### src/design/static_fwd_pkg.sv
// constants for the static link forwarding configuration block
// assumes a single 40 MHz system clock domain
`default_nettype none
package static_fwd_pkg;
	localparam int NUM_LINKS = 8;
	localparam int ADDR_W = 8;
	localparam int DATA_W = 32;
	localparam int CHAN_W = 5;
	localparam int LINK_ID_W = 3;
	localparam int PKT_W = 32;
	// register slots in order C, D, A, B, G, H, E, F
	localparam logic [ADDR_W-1:0] CFG_BASE_IDX = 8'hA0;
	localparam logic [ADDR_W-1:0] CFG_LAST_IDX = 8'hA7;
	// link letter codes A..H
	localparam logic [2:0] LINK_A = 3'h0;
	localparam logic [2:0] LINK_B = 3'h1;
	localparam logic [2:0] LINK_C = 3'h2;
	localparam logic [2:0] LINK_D = 3'h3;
	localparam logic [2:0] LINK_E = 3'h4;
	localparam logic [2:0] LINK_F = 3'h5;
	localparam logic [2:0] LINK_G = 3'h6;
	localparam logic [2:0] LINK_H = 3'h7;
	// field layout
	localparam int EN_BIT = 31;
	localparam int PROC_BIT = 8;
	localparam int CHAN_LSB = 0;
	localparam logic [DATA_W-1:0] CFG_WMASK = 32'h8000_011F;
	localparam logic [DATA_W-1:0] CFG_RESET = 32'h0000_0000;
	localparam logic [DATA_W-1:0] UNMAPPED_READ = 32'h0000_0000;
endpackage
`default_nettype wire

### src/design/static_fwd_cfg.sv
// static link forwarding configuration and per-link packet steering
// assumes link receivers and router on the same clock; register port
// is a plain strobe port, read data valid the cycle after the strobe
//
// Strobed register access was decided locally.
`default_nettype none
module static_fwd_cfg
	import static_fwd_pkg::*;
(
	input wire logic clk_i,
	input wire logic nrst_i,
	input wire logic ce_i,
	// register port; address is the register index
	input wire logic [ADDR_W-1:0] addr_i,
	input wire logic [DATA_W-1:0] wdata_i,
	input wire logic wr_i,
	input wire logic rd_i,
	output logic [DATA_W-1:0] rdata_o,
	// incoming packet from a link, tagged with the link letter code
	input wire logic rx_valid_i,
	input wire logic [LINK_ID_W-1:0] rx_link_i,
	input wire logic [PKT_W-1:0] rx_data_i,
	// static path toward local processor and channel end
	output logic st_valid_o,
	output logic st_proc_o,
	output logic [CHAN_W-1:0] st_chan_o,
	output logic [PKT_W-1:0] st_data_o,
	// normal path into the router lookup
	output logic rt_valid_o,
	output logic [LINK_ID_W-1:0] rt_link_o,
	output logic [PKT_W-1:0] rt_data_o
);

	// configuration held per link letter code, stored fields only
	logic [NUM_LINKS-1:0] en_reg;
	logic [NUM_LINKS-1:0] proc_reg;
	logic [CHAN_W-1:0] chan_reg [NUM_LINKS];
	logic [DATA_W-1:0] rdata_reg;
	logic st_valid_reg;
	logic st_proc_reg;
	logic [CHAN_W-1:0] st_chan_reg;
	logic [PKT_W-1:0] st_data_reg;
	logic rt_valid_reg;
	logic [LINK_ID_W-1:0] rt_link_reg;
	logic [PKT_W-1:0] rt_data_reg;

	// register slot to link letter
	function automatic logic [2:0] slot_to_link(input logic [2:0] slot);
		case (slot)
			3'h0: slot_to_link = LINK_C;
			3'h1: slot_to_link = LINK_D;
			3'h2: slot_to_link = LINK_A;
			3'h3: slot_to_link = LINK_B;
			3'h4: slot_to_link = LINK_G;
			3'h5: slot_to_link = LINK_H;
			3'h6: slot_to_link = LINK_E;
			default: slot_to_link = LINK_F;
		endcase
	endfunction

	wire hit = (addr_i >= CFG_BASE_IDX) && (addr_i <= CFG_LAST_IDX);
	wire [ADDR_W-1:0] slot_full = addr_i - CFG_BASE_IDX;
	wire [2:0] sel_link = slot_to_link(slot_full[2:0]);
	wire [DATA_W-1:0] wmasked = wdata_i & CFG_WMASK;
	wire do_wr = ce_i && wr_i && hit;
	// reserved bits assembled as zero
	wire [DATA_W-1:0] cfg_view = {en_reg[sel_link], 22'h000000,
		proc_reg[sel_link], 3'h0, chan_reg[sel_link]};
	wire [DATA_W-1:0] rdata_next = hit ? cfg_view : UNMAPPED_READ;

	wire pkt_static = en_reg[rx_link_i];

	always_ff @(posedge clk_i) begin
		if (!nrst_i) begin
			en_reg <= '0;
			proc_reg <= '0;
			for (int i = 0; i < NUM_LINKS; i++) begin
				chan_reg[i] <= '0;
			end
		end else if (do_wr) begin
			en_reg[sel_link] <= wmasked[EN_BIT];
			proc_reg[sel_link] <= wmasked[PROC_BIT];
			chan_reg[sel_link] <= wmasked[CHAN_LSB +: CHAN_W];
		end
	end

	always_ff @(posedge clk_i) begin
		if (!nrst_i) begin
			rdata_reg <= CFG_RESET;
		end else if (ce_i) begin
			rdata_reg <= rd_i ? rdata_next : CFG_RESET;
		end
	end

	// static traffic bypasses the router entirely
	always_ff @(posedge clk_i) begin
		if (!nrst_i) begin
			st_valid_reg <= 1'b0;
			rt_valid_reg <= 1'b0;
		end else if (ce_i) begin
			st_valid_reg <= rx_valid_i && pkt_static;
			rt_valid_reg <= rx_valid_i && !pkt_static;
		end
	end

	// payload and destination hold until the next packet, so a sink
	// that looks a cycle late still sees the last word
	wire take_pkt = ce_i && rx_valid_i;

	always_ff @(posedge clk_i) begin
		if (!nrst_i) begin
			st_proc_reg <= 1'b0;
			st_chan_reg <= '0;
			st_data_reg <= '0;
			rt_link_reg <= '0;
			rt_data_reg <= '0;
		end else if (take_pkt) begin
			st_proc_reg <= proc_reg[rx_link_i];
			st_chan_reg <= chan_reg[rx_link_i];
			st_data_reg <= rx_data_i;
			rt_link_reg <= rx_link_i;
			rt_data_reg <= rx_data_i;
		end
	end

	assign rdata_o = rdata_reg;
	assign st_valid_o = st_valid_reg;
	assign st_proc_o = st_proc_reg;
	assign st_chan_o = st_chan_reg;
	assign st_data_o = st_data_reg;
	assign rt_valid_o = rt_valid_reg;
	assign rt_link_o = rt_link_reg;
	assign rt_data_o = rt_data_reg;

	a_reset_clears_en: assert property (
		@(posedge clk_i)
		!nrst_i |=> en_reg == '0)
		else $error("enable not cleared by reset");
	a_reset_clears_proc: assert property (
		@(posedge clk_i)
		!nrst_i |=> proc_reg == '0)
		else $error("processor select not cleared by reset");
	a_en_write: assert property (
		@(posedge clk_i) disable iff (!nrst_i)
		do_wr |=> en_reg[$past(sel_link)] == $past(wdata_i[EN_BIT]))
		else $error("enable field not written");
	a_static_no_route: assert property (
		@(posedge clk_i) disable iff (!nrst_i)
		ce_i && rx_valid_i && en_reg[rx_link_i] |=>
		st_valid_o && !rt_valid_o)
		else $error("static packet not forwarded");
	a_static_data: assert property (
		@(posedge clk_i) disable iff (!nrst_i)
		ce_i && rx_valid_i && en_reg[rx_link_i] |=>
		st_data_o == $past(rx_data_i))
		else $error("static packet word wrong");
	a_idle_no_pulse: assert property (
		@(posedge clk_i) disable iff (!nrst_i)
		ce_i && !rx_valid_i |=> !st_valid_o && !rt_valid_o)
		else $error("packet pulse without a packet");
	a_normal_routes: assert property (
		@(posedge clk_i) disable iff (!nrst_i)
		ce_i && rx_valid_i && !en_reg[rx_link_i] |=>
		rt_valid_o && !st_valid_o)
		else $error("routed packet misdirected");
	a_route_payload: assert property (
		@(posedge clk_i) disable iff (!nrst_i)
		ce_i && rx_valid_i && !en_reg[rx_link_i] |=>
		rt_link_o == $past(rx_link_i) && rt_data_o == $past(rx_data_i))
		else $error("routed packet payload wrong");
	a_static_dest: assert property (
		@(posedge clk_i) disable iff (!nrst_i)
		ce_i && rx_valid_i && en_reg[rx_link_i] |=>
		st_chan_o == $past(chan_reg[rx_link_i]) &&
		st_proc_o == $past(proc_reg[rx_link_i]))
		else $error("static destination wrong");
	a_proc_write: assert property (
		@(posedge clk_i) disable iff (!nrst_i)
		do_wr |=> proc_reg[$past(sel_link)] == $past(wdata_i[PROC_BIT]))
		else $error("processor field not written");
	a_chan_write: assert property (
		@(posedge clk_i) disable iff (!nrst_i)
		do_wr |=>
		chan_reg[$past(sel_link)] == $past(wdata_i[CHAN_LSB +: CHAN_W]))
		else $error("channel field not written");
	a_slot_c_first: assert property (
		@(posedge clk_i) disable iff (!nrst_i)
		ce_i && wr_i && addr_i == CFG_BASE_IDX |=>
		en_reg[LINK_C] == $past(wdata_i[EN_BIT]))
		else $error("first slot is not link C");
	a_slot_f_last: assert property (
		@(posedge clk_i) disable iff (!nrst_i)
		ce_i && wr_i && addr_i == CFG_LAST_IDX |=>
		chan_reg[LINK_F] == $past(wdata_i[CHAN_LSB +: CHAN_W]))
		else $error("last slot is not link F");
	a_reserved_zero: assert property (
		@(posedge clk_i) disable iff (!nrst_i)
		ce_i && rd_i |=> (rdata_o & ~CFG_WMASK) == '0)
		else $error("reserved bits read nonzero");
	a_unmapped_zero: assert property (
		@(posedge clk_i) disable iff (!nrst_i)
		ce_i && rd_i && !hit |=> rdata_o == UNMAPPED_READ)
		else $error("unmapped read not zero");
	a_read_back: assert property (
		@(posedge clk_i) disable iff (!nrst_i)
		ce_i && wr_i && hit ##1 ce_i && rd_i && addr_i == $past(addr_i) |=>
		rdata_o == ($past(wdata_i, 2) & CFG_WMASK))
		else $error("readback mismatch");
	// clock enable low must freeze enables, processor selects, read data and both valid outputs
	a_frozen_state: assert property (
		@(posedge clk_i) disable iff (!nrst_i)
		!ce_i |=> $stable(en_reg) && $stable(proc_reg) &&
		$stable(rdata_o) && $stable(st_valid_o) && $stable(rt_valid_o))
		else $error("state moved while clock enable low");

	c_static_pkt: cover property (@(posedge clk_i) st_valid_o);
	c_routed_pkt: cover property (@(posedge clk_i) rt_valid_o);
	c_enable_then_pkt: cover property (@(posedge clk_i)
		do_wr && wdata_i[EN_BIT] ##[1:4] st_valid_o);
	c_read_hit: cover property (@(posedge clk_i) ce_i && rd_i && hit);
	c_frozen_write: cover property (@(posedge clk_i)
		!ce_i && wr_i && hit);

endmodule
`default_nettype wire

### config.mk
export PLATFORM = sky130hd
export DESIGN_NAME = static_fwd_cfg
export DESIGN_NICKNAME = d
export VERILOG_FILES = /design/src/design/static_fwd_pkg.sv /design/src/design/static_fwd_cfg.sv
export SDC_FILE = /design/constraint.sdc
export NUM_CORES = 1
export LEC_CHECK = 0
export BUFFER_PORTS_ARGS = -buffer_cell sky130_fd_sc_hd__clkbuf_2
export CAP_MARGIN = 5
export CORE_UTILIZATION = 50
export DETAILED_ROUTE_END_ITERATION = 6
export PLACE_DENSITY = 0.8
export RECOVER_POWER = 50
export SYNTH_ARGS = -nofsm -noshare
export SYNTH_HDL_FRONTEND = slang
export SYNTH_SLANG_ARGS = --single-unit
### constraint.sdc
create_clock -name clk_i -period 1.95 [get_ports clk_i]
set_input_delay 0.2925 -clock clk_i [delete_from_list [all_inputs] [get_ports clk_i]]
set_output_delay 0.2925 -clock clk_i [all_outputs]
set_load 0.005 [all_outputs]
* After elaboration in Yosys (flattened, before gate mapping)
Memory sizes are Yosys's and may differ from the RTL's. A register that Yosys moved wholly into a read port is not among the register bits.
Cells that the tools add are included.
Widths: inputs -> output; s select.
** Word-level totals
- Register bits after elaboration :: 86
- Bits in writable memories :: 40
- Bits of input ports :: 81
- Output and inout bits :: 107
- Logic and storage cells :: 54
- Memories kept :: 1
** Operators by class
- Add/subtract/negate cells :: 1
- $lt $le $gt $ge :: 5
- Equal/unequal tests :: 6
- Mux-type cells :: 22
- Reductions and logical operators :: 11
** Memories
- chan_reg :: depth 8, width 5, read ports 2, clocked after Yosys merged registers in 1, wr ports 8, RTL line static_fwd_cfg.sv:37 : logic [CHAN_W-1:0] chan_reg [NUM_LINKS];
** Operators by type and width (count)
- $mux 32 :: 2
- $pmux 3 s7 :: 1
- $bwmux 8 :: 2
- $bmux 1 s3 :: 4
- $mux 1 :: 10
- $eq 3x3->1 const B :: 3
- $ge 8x8->1 const B :: 1
- $le 8x8->1 const B :: 1
- $lt 3x4->1 const B :: 2
- $logic_and 1x1->1 :: 7
- $eq 3x2->1 const B :: 2
- $mux 5 :: 1
- $reduce_or 5->1 :: 1
- $demux 1 s3 :: 1
- $eq 3x1->1 const B :: 1
- $ge 3x1->1 const B :: 1
- $logic_not 3->1 :: 1
- $mux 3 :: 1
- $sub 3x1->3 const B :: 1
- $logic_not 1->1 :: 2

* Depth between registers and ports, before layout
- Word-level depth :: 8
- Gate-level depth with buffers :: 6
- Gate-level depth less buffers :: 4

* Worst setup path after synthesis
Ideal clock, no wire load.
- Path kind :: in2reg
- Start point :: in addr_i[6]
- End point :: mem chan_reg[3][0], enable pin
- Library setup time :: 0.316 ns
- Arrival time :: 1.343 ns
- Required time :: 1.634 ns
- Path slack :: 0.290 ns
- Cell stages on the path :: 4
- Path buffers :: 0
- Cells stage by stage :: and4bb_2 nand4_2 nor3_1 nand2b_1
** RTL lines
- start: declaration :: RTL line static_fwd_cfg.sv:14 : input wire logic [ADDR_W-1:0] addr_i,
- end: declaration :: RTL line static_fwd_cfg.sv:37

* Worst setup path after layout
- Start point :: in addr_i[0]
- End point :: reg rdata_reg[3], in the netlist rdata_o[3]
** On the way
- Word-level cells in the longest chain between the ends :: 6
- Elaborated cells between the ends (all ways) :: 15
- Classes of those cells :: 1 x add/sub; 2 x order compare; 6 x eq/ne; 3 x mux; 2 x reduce/logical; 1 x memory
** Ends and longest elaborated chain
- $sub 3x1->3 :: RTL line static_fwd_cfg.sv:62 : wire [ADDR_W-1:0] slot_full = addr_i - CFG_BASE_IDX;
- $eq 3x3->1 (tied with other cells) :: RTL line static_fwd_cfg.sv:49 : case (slot)
- $pmux 3 s7 :: RTL line static_fwd_cfg.sv:49
- $mem_v2 8x5
- $mux 32 * :: RTL line static_fwd_cfg.sv:69 : wire [DATA_W-1:0] rdata_next = hit ? cfg_view : UNMAPPED_READ;
- $mux 32 * :: RTL line static_fwd_cfg.sv:91 : rdata_reg <= rd_i ? rdata_next : CFG_RESET;
- end signal: assignment :: RTL line static_fwd_cfg.sv:91
- end: declaration :: RTL line static_fwd_cfg.sv:38 : logic [DATA_W-1:0] rdata_reg;
Every way passes the cells marked *; elsewhere a longest branch is shown, timed or not.
A chain may end at the register's enable or synchronous reset.

==> key figures <==
Run status
  • Outcome: complete, no violations

Finish
  • # diodes: 0
  • Layout Nets: about 700
  • Share of layout cells above drive strength 1: 25.6%
  • Finished Core Util: between 50% and 60%
  • Most frequent cells in the layout: nand2_1 (102), clkbuf_2 (95), dfxtp_1 (66)
  • Fillers: between 900 and 1,000
  • Number of flip-flops in the largest register: 40
  • Commonest non-fill, non-tap cell in the layout: nand2_1
  • Synth-to-Final Area Change: 13.4%

Setup path
  • Reg-to-Reg End: rdata_o[4]
  • Startpoint types: input pin
  • Crit Path Max Fanout: 17
  • Worst Path Arrival: 1.81 ns
  • End point of the critical path: rdata_o[3]
  • Worst flop-to-flop path startpoint: chan_reg[3][4]
  • Worst Path Required: roughly 2.2 ns
  • Crit end category: register
  • R2R depth: 3
  • Setup CP Type: input pin to register
  • R2r setup slk: roughly 0.51 ns
  • CP startpoint: addr_i[0]

Timing
  • Sum Neg Setup Slack: 0 ns
  • Worst-Margin Slew: approximately 0.63 ns
  • Fin crit share: 78.8%
  • Tmin final: approximately 1.5 ns
  • Unrepaired setup endpoints after global routing: false
  • Clock Skews: 0.0114 ns
  • Worst slew margin: between 50 and 60%
  • Final Hold Fails: 0
  • Fin. max-slew vios: 0
  • Setup WS post-layout: between 0.4 and 0.5 ns
  • Max Clock Freq: roughly 650 MHz
  • Endpoints failing setup: 0

Die
  • Die W: 105 um
  • I/O pin count: around 190
  • Initial Util: about half
  • Placeable Area: just over 10,000 um2
  • Die area: roughly 11,000 um2
  • Die H: 105 um
  • Num rows: 37

Clock tree
  • TritonCTS Sinks: roughly 110
  • CTS tree: yes
  • Clk buf depth: 2
  • Num CTS Buffers: 9
  • Post-cts resize count: 0
  • CTS clk-pin slew, worst paths: 0.10 ns
  • Clk_lat worst skew: 0.37 ns
  • Hold Buf Count CTS: 0
  • CTS Root Cell: clkbuf_8
  • Post-CTS Setup Bufs: 0
  • H-tree depth: 3

Power and ir drop
  • Sw frac: 24.2%
  • Worst VDD drop: approximately 0.33 mV
  • Leakage: approximately 0.0024 uW
  • Clock group share of total power: between 30% and 40%
  • P_int: 3320 uW
  • Switching power total: 1060 uW
  • Flop pwr share: 55.6%
  • Logic pwr share: between 10 and 15%
  • Pwr dens: 734 nW/um2

Synthesis
  • Post-Syn Area: 5260 um2
  • Netlist cell types: 34
  • Synthesized instance count: about 510
  • EDFF count, synth: 40
  • Ys async rst share: 0%
  • Synth warn: 0
  • Syn_area_per_cell: slightly above 10 um2
  • Top FF cell, synth: dfxtp_1
  • Sequential fraction of the synthesis area: a little under half
  • Synth Register Bits: about 110

Routing
  • Final wirelength: roughly 13 mm
  • DR vias/cell: approximately 5.3
  • WL/cell: ~17 um
  • Post-DRT Antenna Nets: 0
  • First-pass DRT Iterations: 5
  • Residual DRC: 0
  • DRT iter0 DRCs: roughly 420
  • Total number of vias: between 4,000 and 5,000

Placement
  • # port buffers: between 100 and 150
  • Pre-CTS setup slack: 0.0315 ns
  • GPL Wtd Cong: about 0.86
  • DP HPWL: 10.2 mm

Global route
  • GRT Util Overall: approximately 24%
  • Largest net degree at the start of global routing: 38
  • Initial antenna violation count: 0
  • Vias in the first global route: slightly below 4,000
  • Global-route wire length before repair: between 20 and 25 mm
  • Gr ovfl total: 0

Min path
  • Hold crit path type: input pin to register

Flow run
  • Maxcap violations: 0
kinds of logic after synthesis:
kind of cell | Yosys count | share of synthesized area, %
AND/OR/NAND/NOR | 189 | 17.0
AO/OA/AOI/OAI | 77 | 10.3
multiplexers | 49 | 13.9
flip-flops | 106 | 48.0
other | 1 | 0.0713
buffers and inverters | 87 | 10.8
power by group through the flow:
stage          combinational [uW]  sequential (uW)  clock, uW
3_5_place_dp                  495             2490          0
4_1_cts                       497             2440       1470
3_3_place_gp                  481             2480          0
2_1_floorplan                 346             2470          0
6_report                      486             2430       1450
5_1_grt                       530             2450       1560
synth_stat cells (3+ instances only):
cell type,count,share of area [%]
a21boi_0,35,5.0
a32o_1,5,0.95
and2_1,42,5.0
buf_2,8,0.76
buf_4,58,8.3
clkbuf_1,17,1.2
dfxtp_1,66,25
edfxtp_1,40,23
mux2_2,10,2.1
mux2i_1,21,4.0
mux4_2,18,7.7
nand2_1,102,7.3
nand2b_1,6,0.71
nor2_1,18,1.3
nor2b_1,5,0.59
nor3_1,4,0.38
nor3b_1,3,0.43
o21ai_0,17,1.6
o221ai_1,4,0.67
o22ai_1,10,1.2
area by class of cell:
type	instances	area (um2)	area share, %
Clock buffer	11	131	2.20
Clock inverter	5	78.8	1.32
Multi-Input combinational cell	340	2260	37.8
Sequential cell	106	2520	42.3
Tap cell	136	170	2.85
Timing Repair Buffer	159	803	13.5
worst max-delay path, cell delays in order:
cell	delay, ns
clkbuf_2	0.40
buf_4	0.26
nand2_1	0.21
o221ai_1	0.24
o21ai_0	0.13
a32o_1	0.26
worst min path at each step:
stage	from	slack [ns]	depth (start not counted)	to
finish	rx_data_i[15]	0.14	3	st_data_o[15]
detailed placement	rdata_o[31]	0.46	2	rdata_o[31]
CTS	rx_data_i[15]	0.13	3	st_data_o[15]
floorplan	rx_data_i[10]	0.44	2	st_data_o[10]
global placement	st_valid_o	0.44	2	st_valid_o
global route	rx_data_i[27]	0.14	3	st_data_o[27]
through the flow:
stage          cells  cell area (um2)  hold WS (ns)  total power [uW]
2_1_floorplan    533             5350         0.437              2820
3_3_place_gp     741             5810         0.440              2960
3_5_place_dp     741             5810         0.457              2980
4_1_cts          757             6020         0.127              4410
5_1_grt          757             5960         0.138              4540
6_report         757             5960         0.141              4380
per-layer routing:
layer | up-vias | GRT usage (%) | part of all wire, %
met4 | 0 | 10.7 | 2.9
li1 | 1899 | - | -
met2 | 211 | 43.4 | 51
met3 | 25 | 4.49 | 6.5
met5 | - | 0 | 0
met1 | 1872 | 28.6 | 39
No activity file was read; power rests on OpenSTA's default activity.
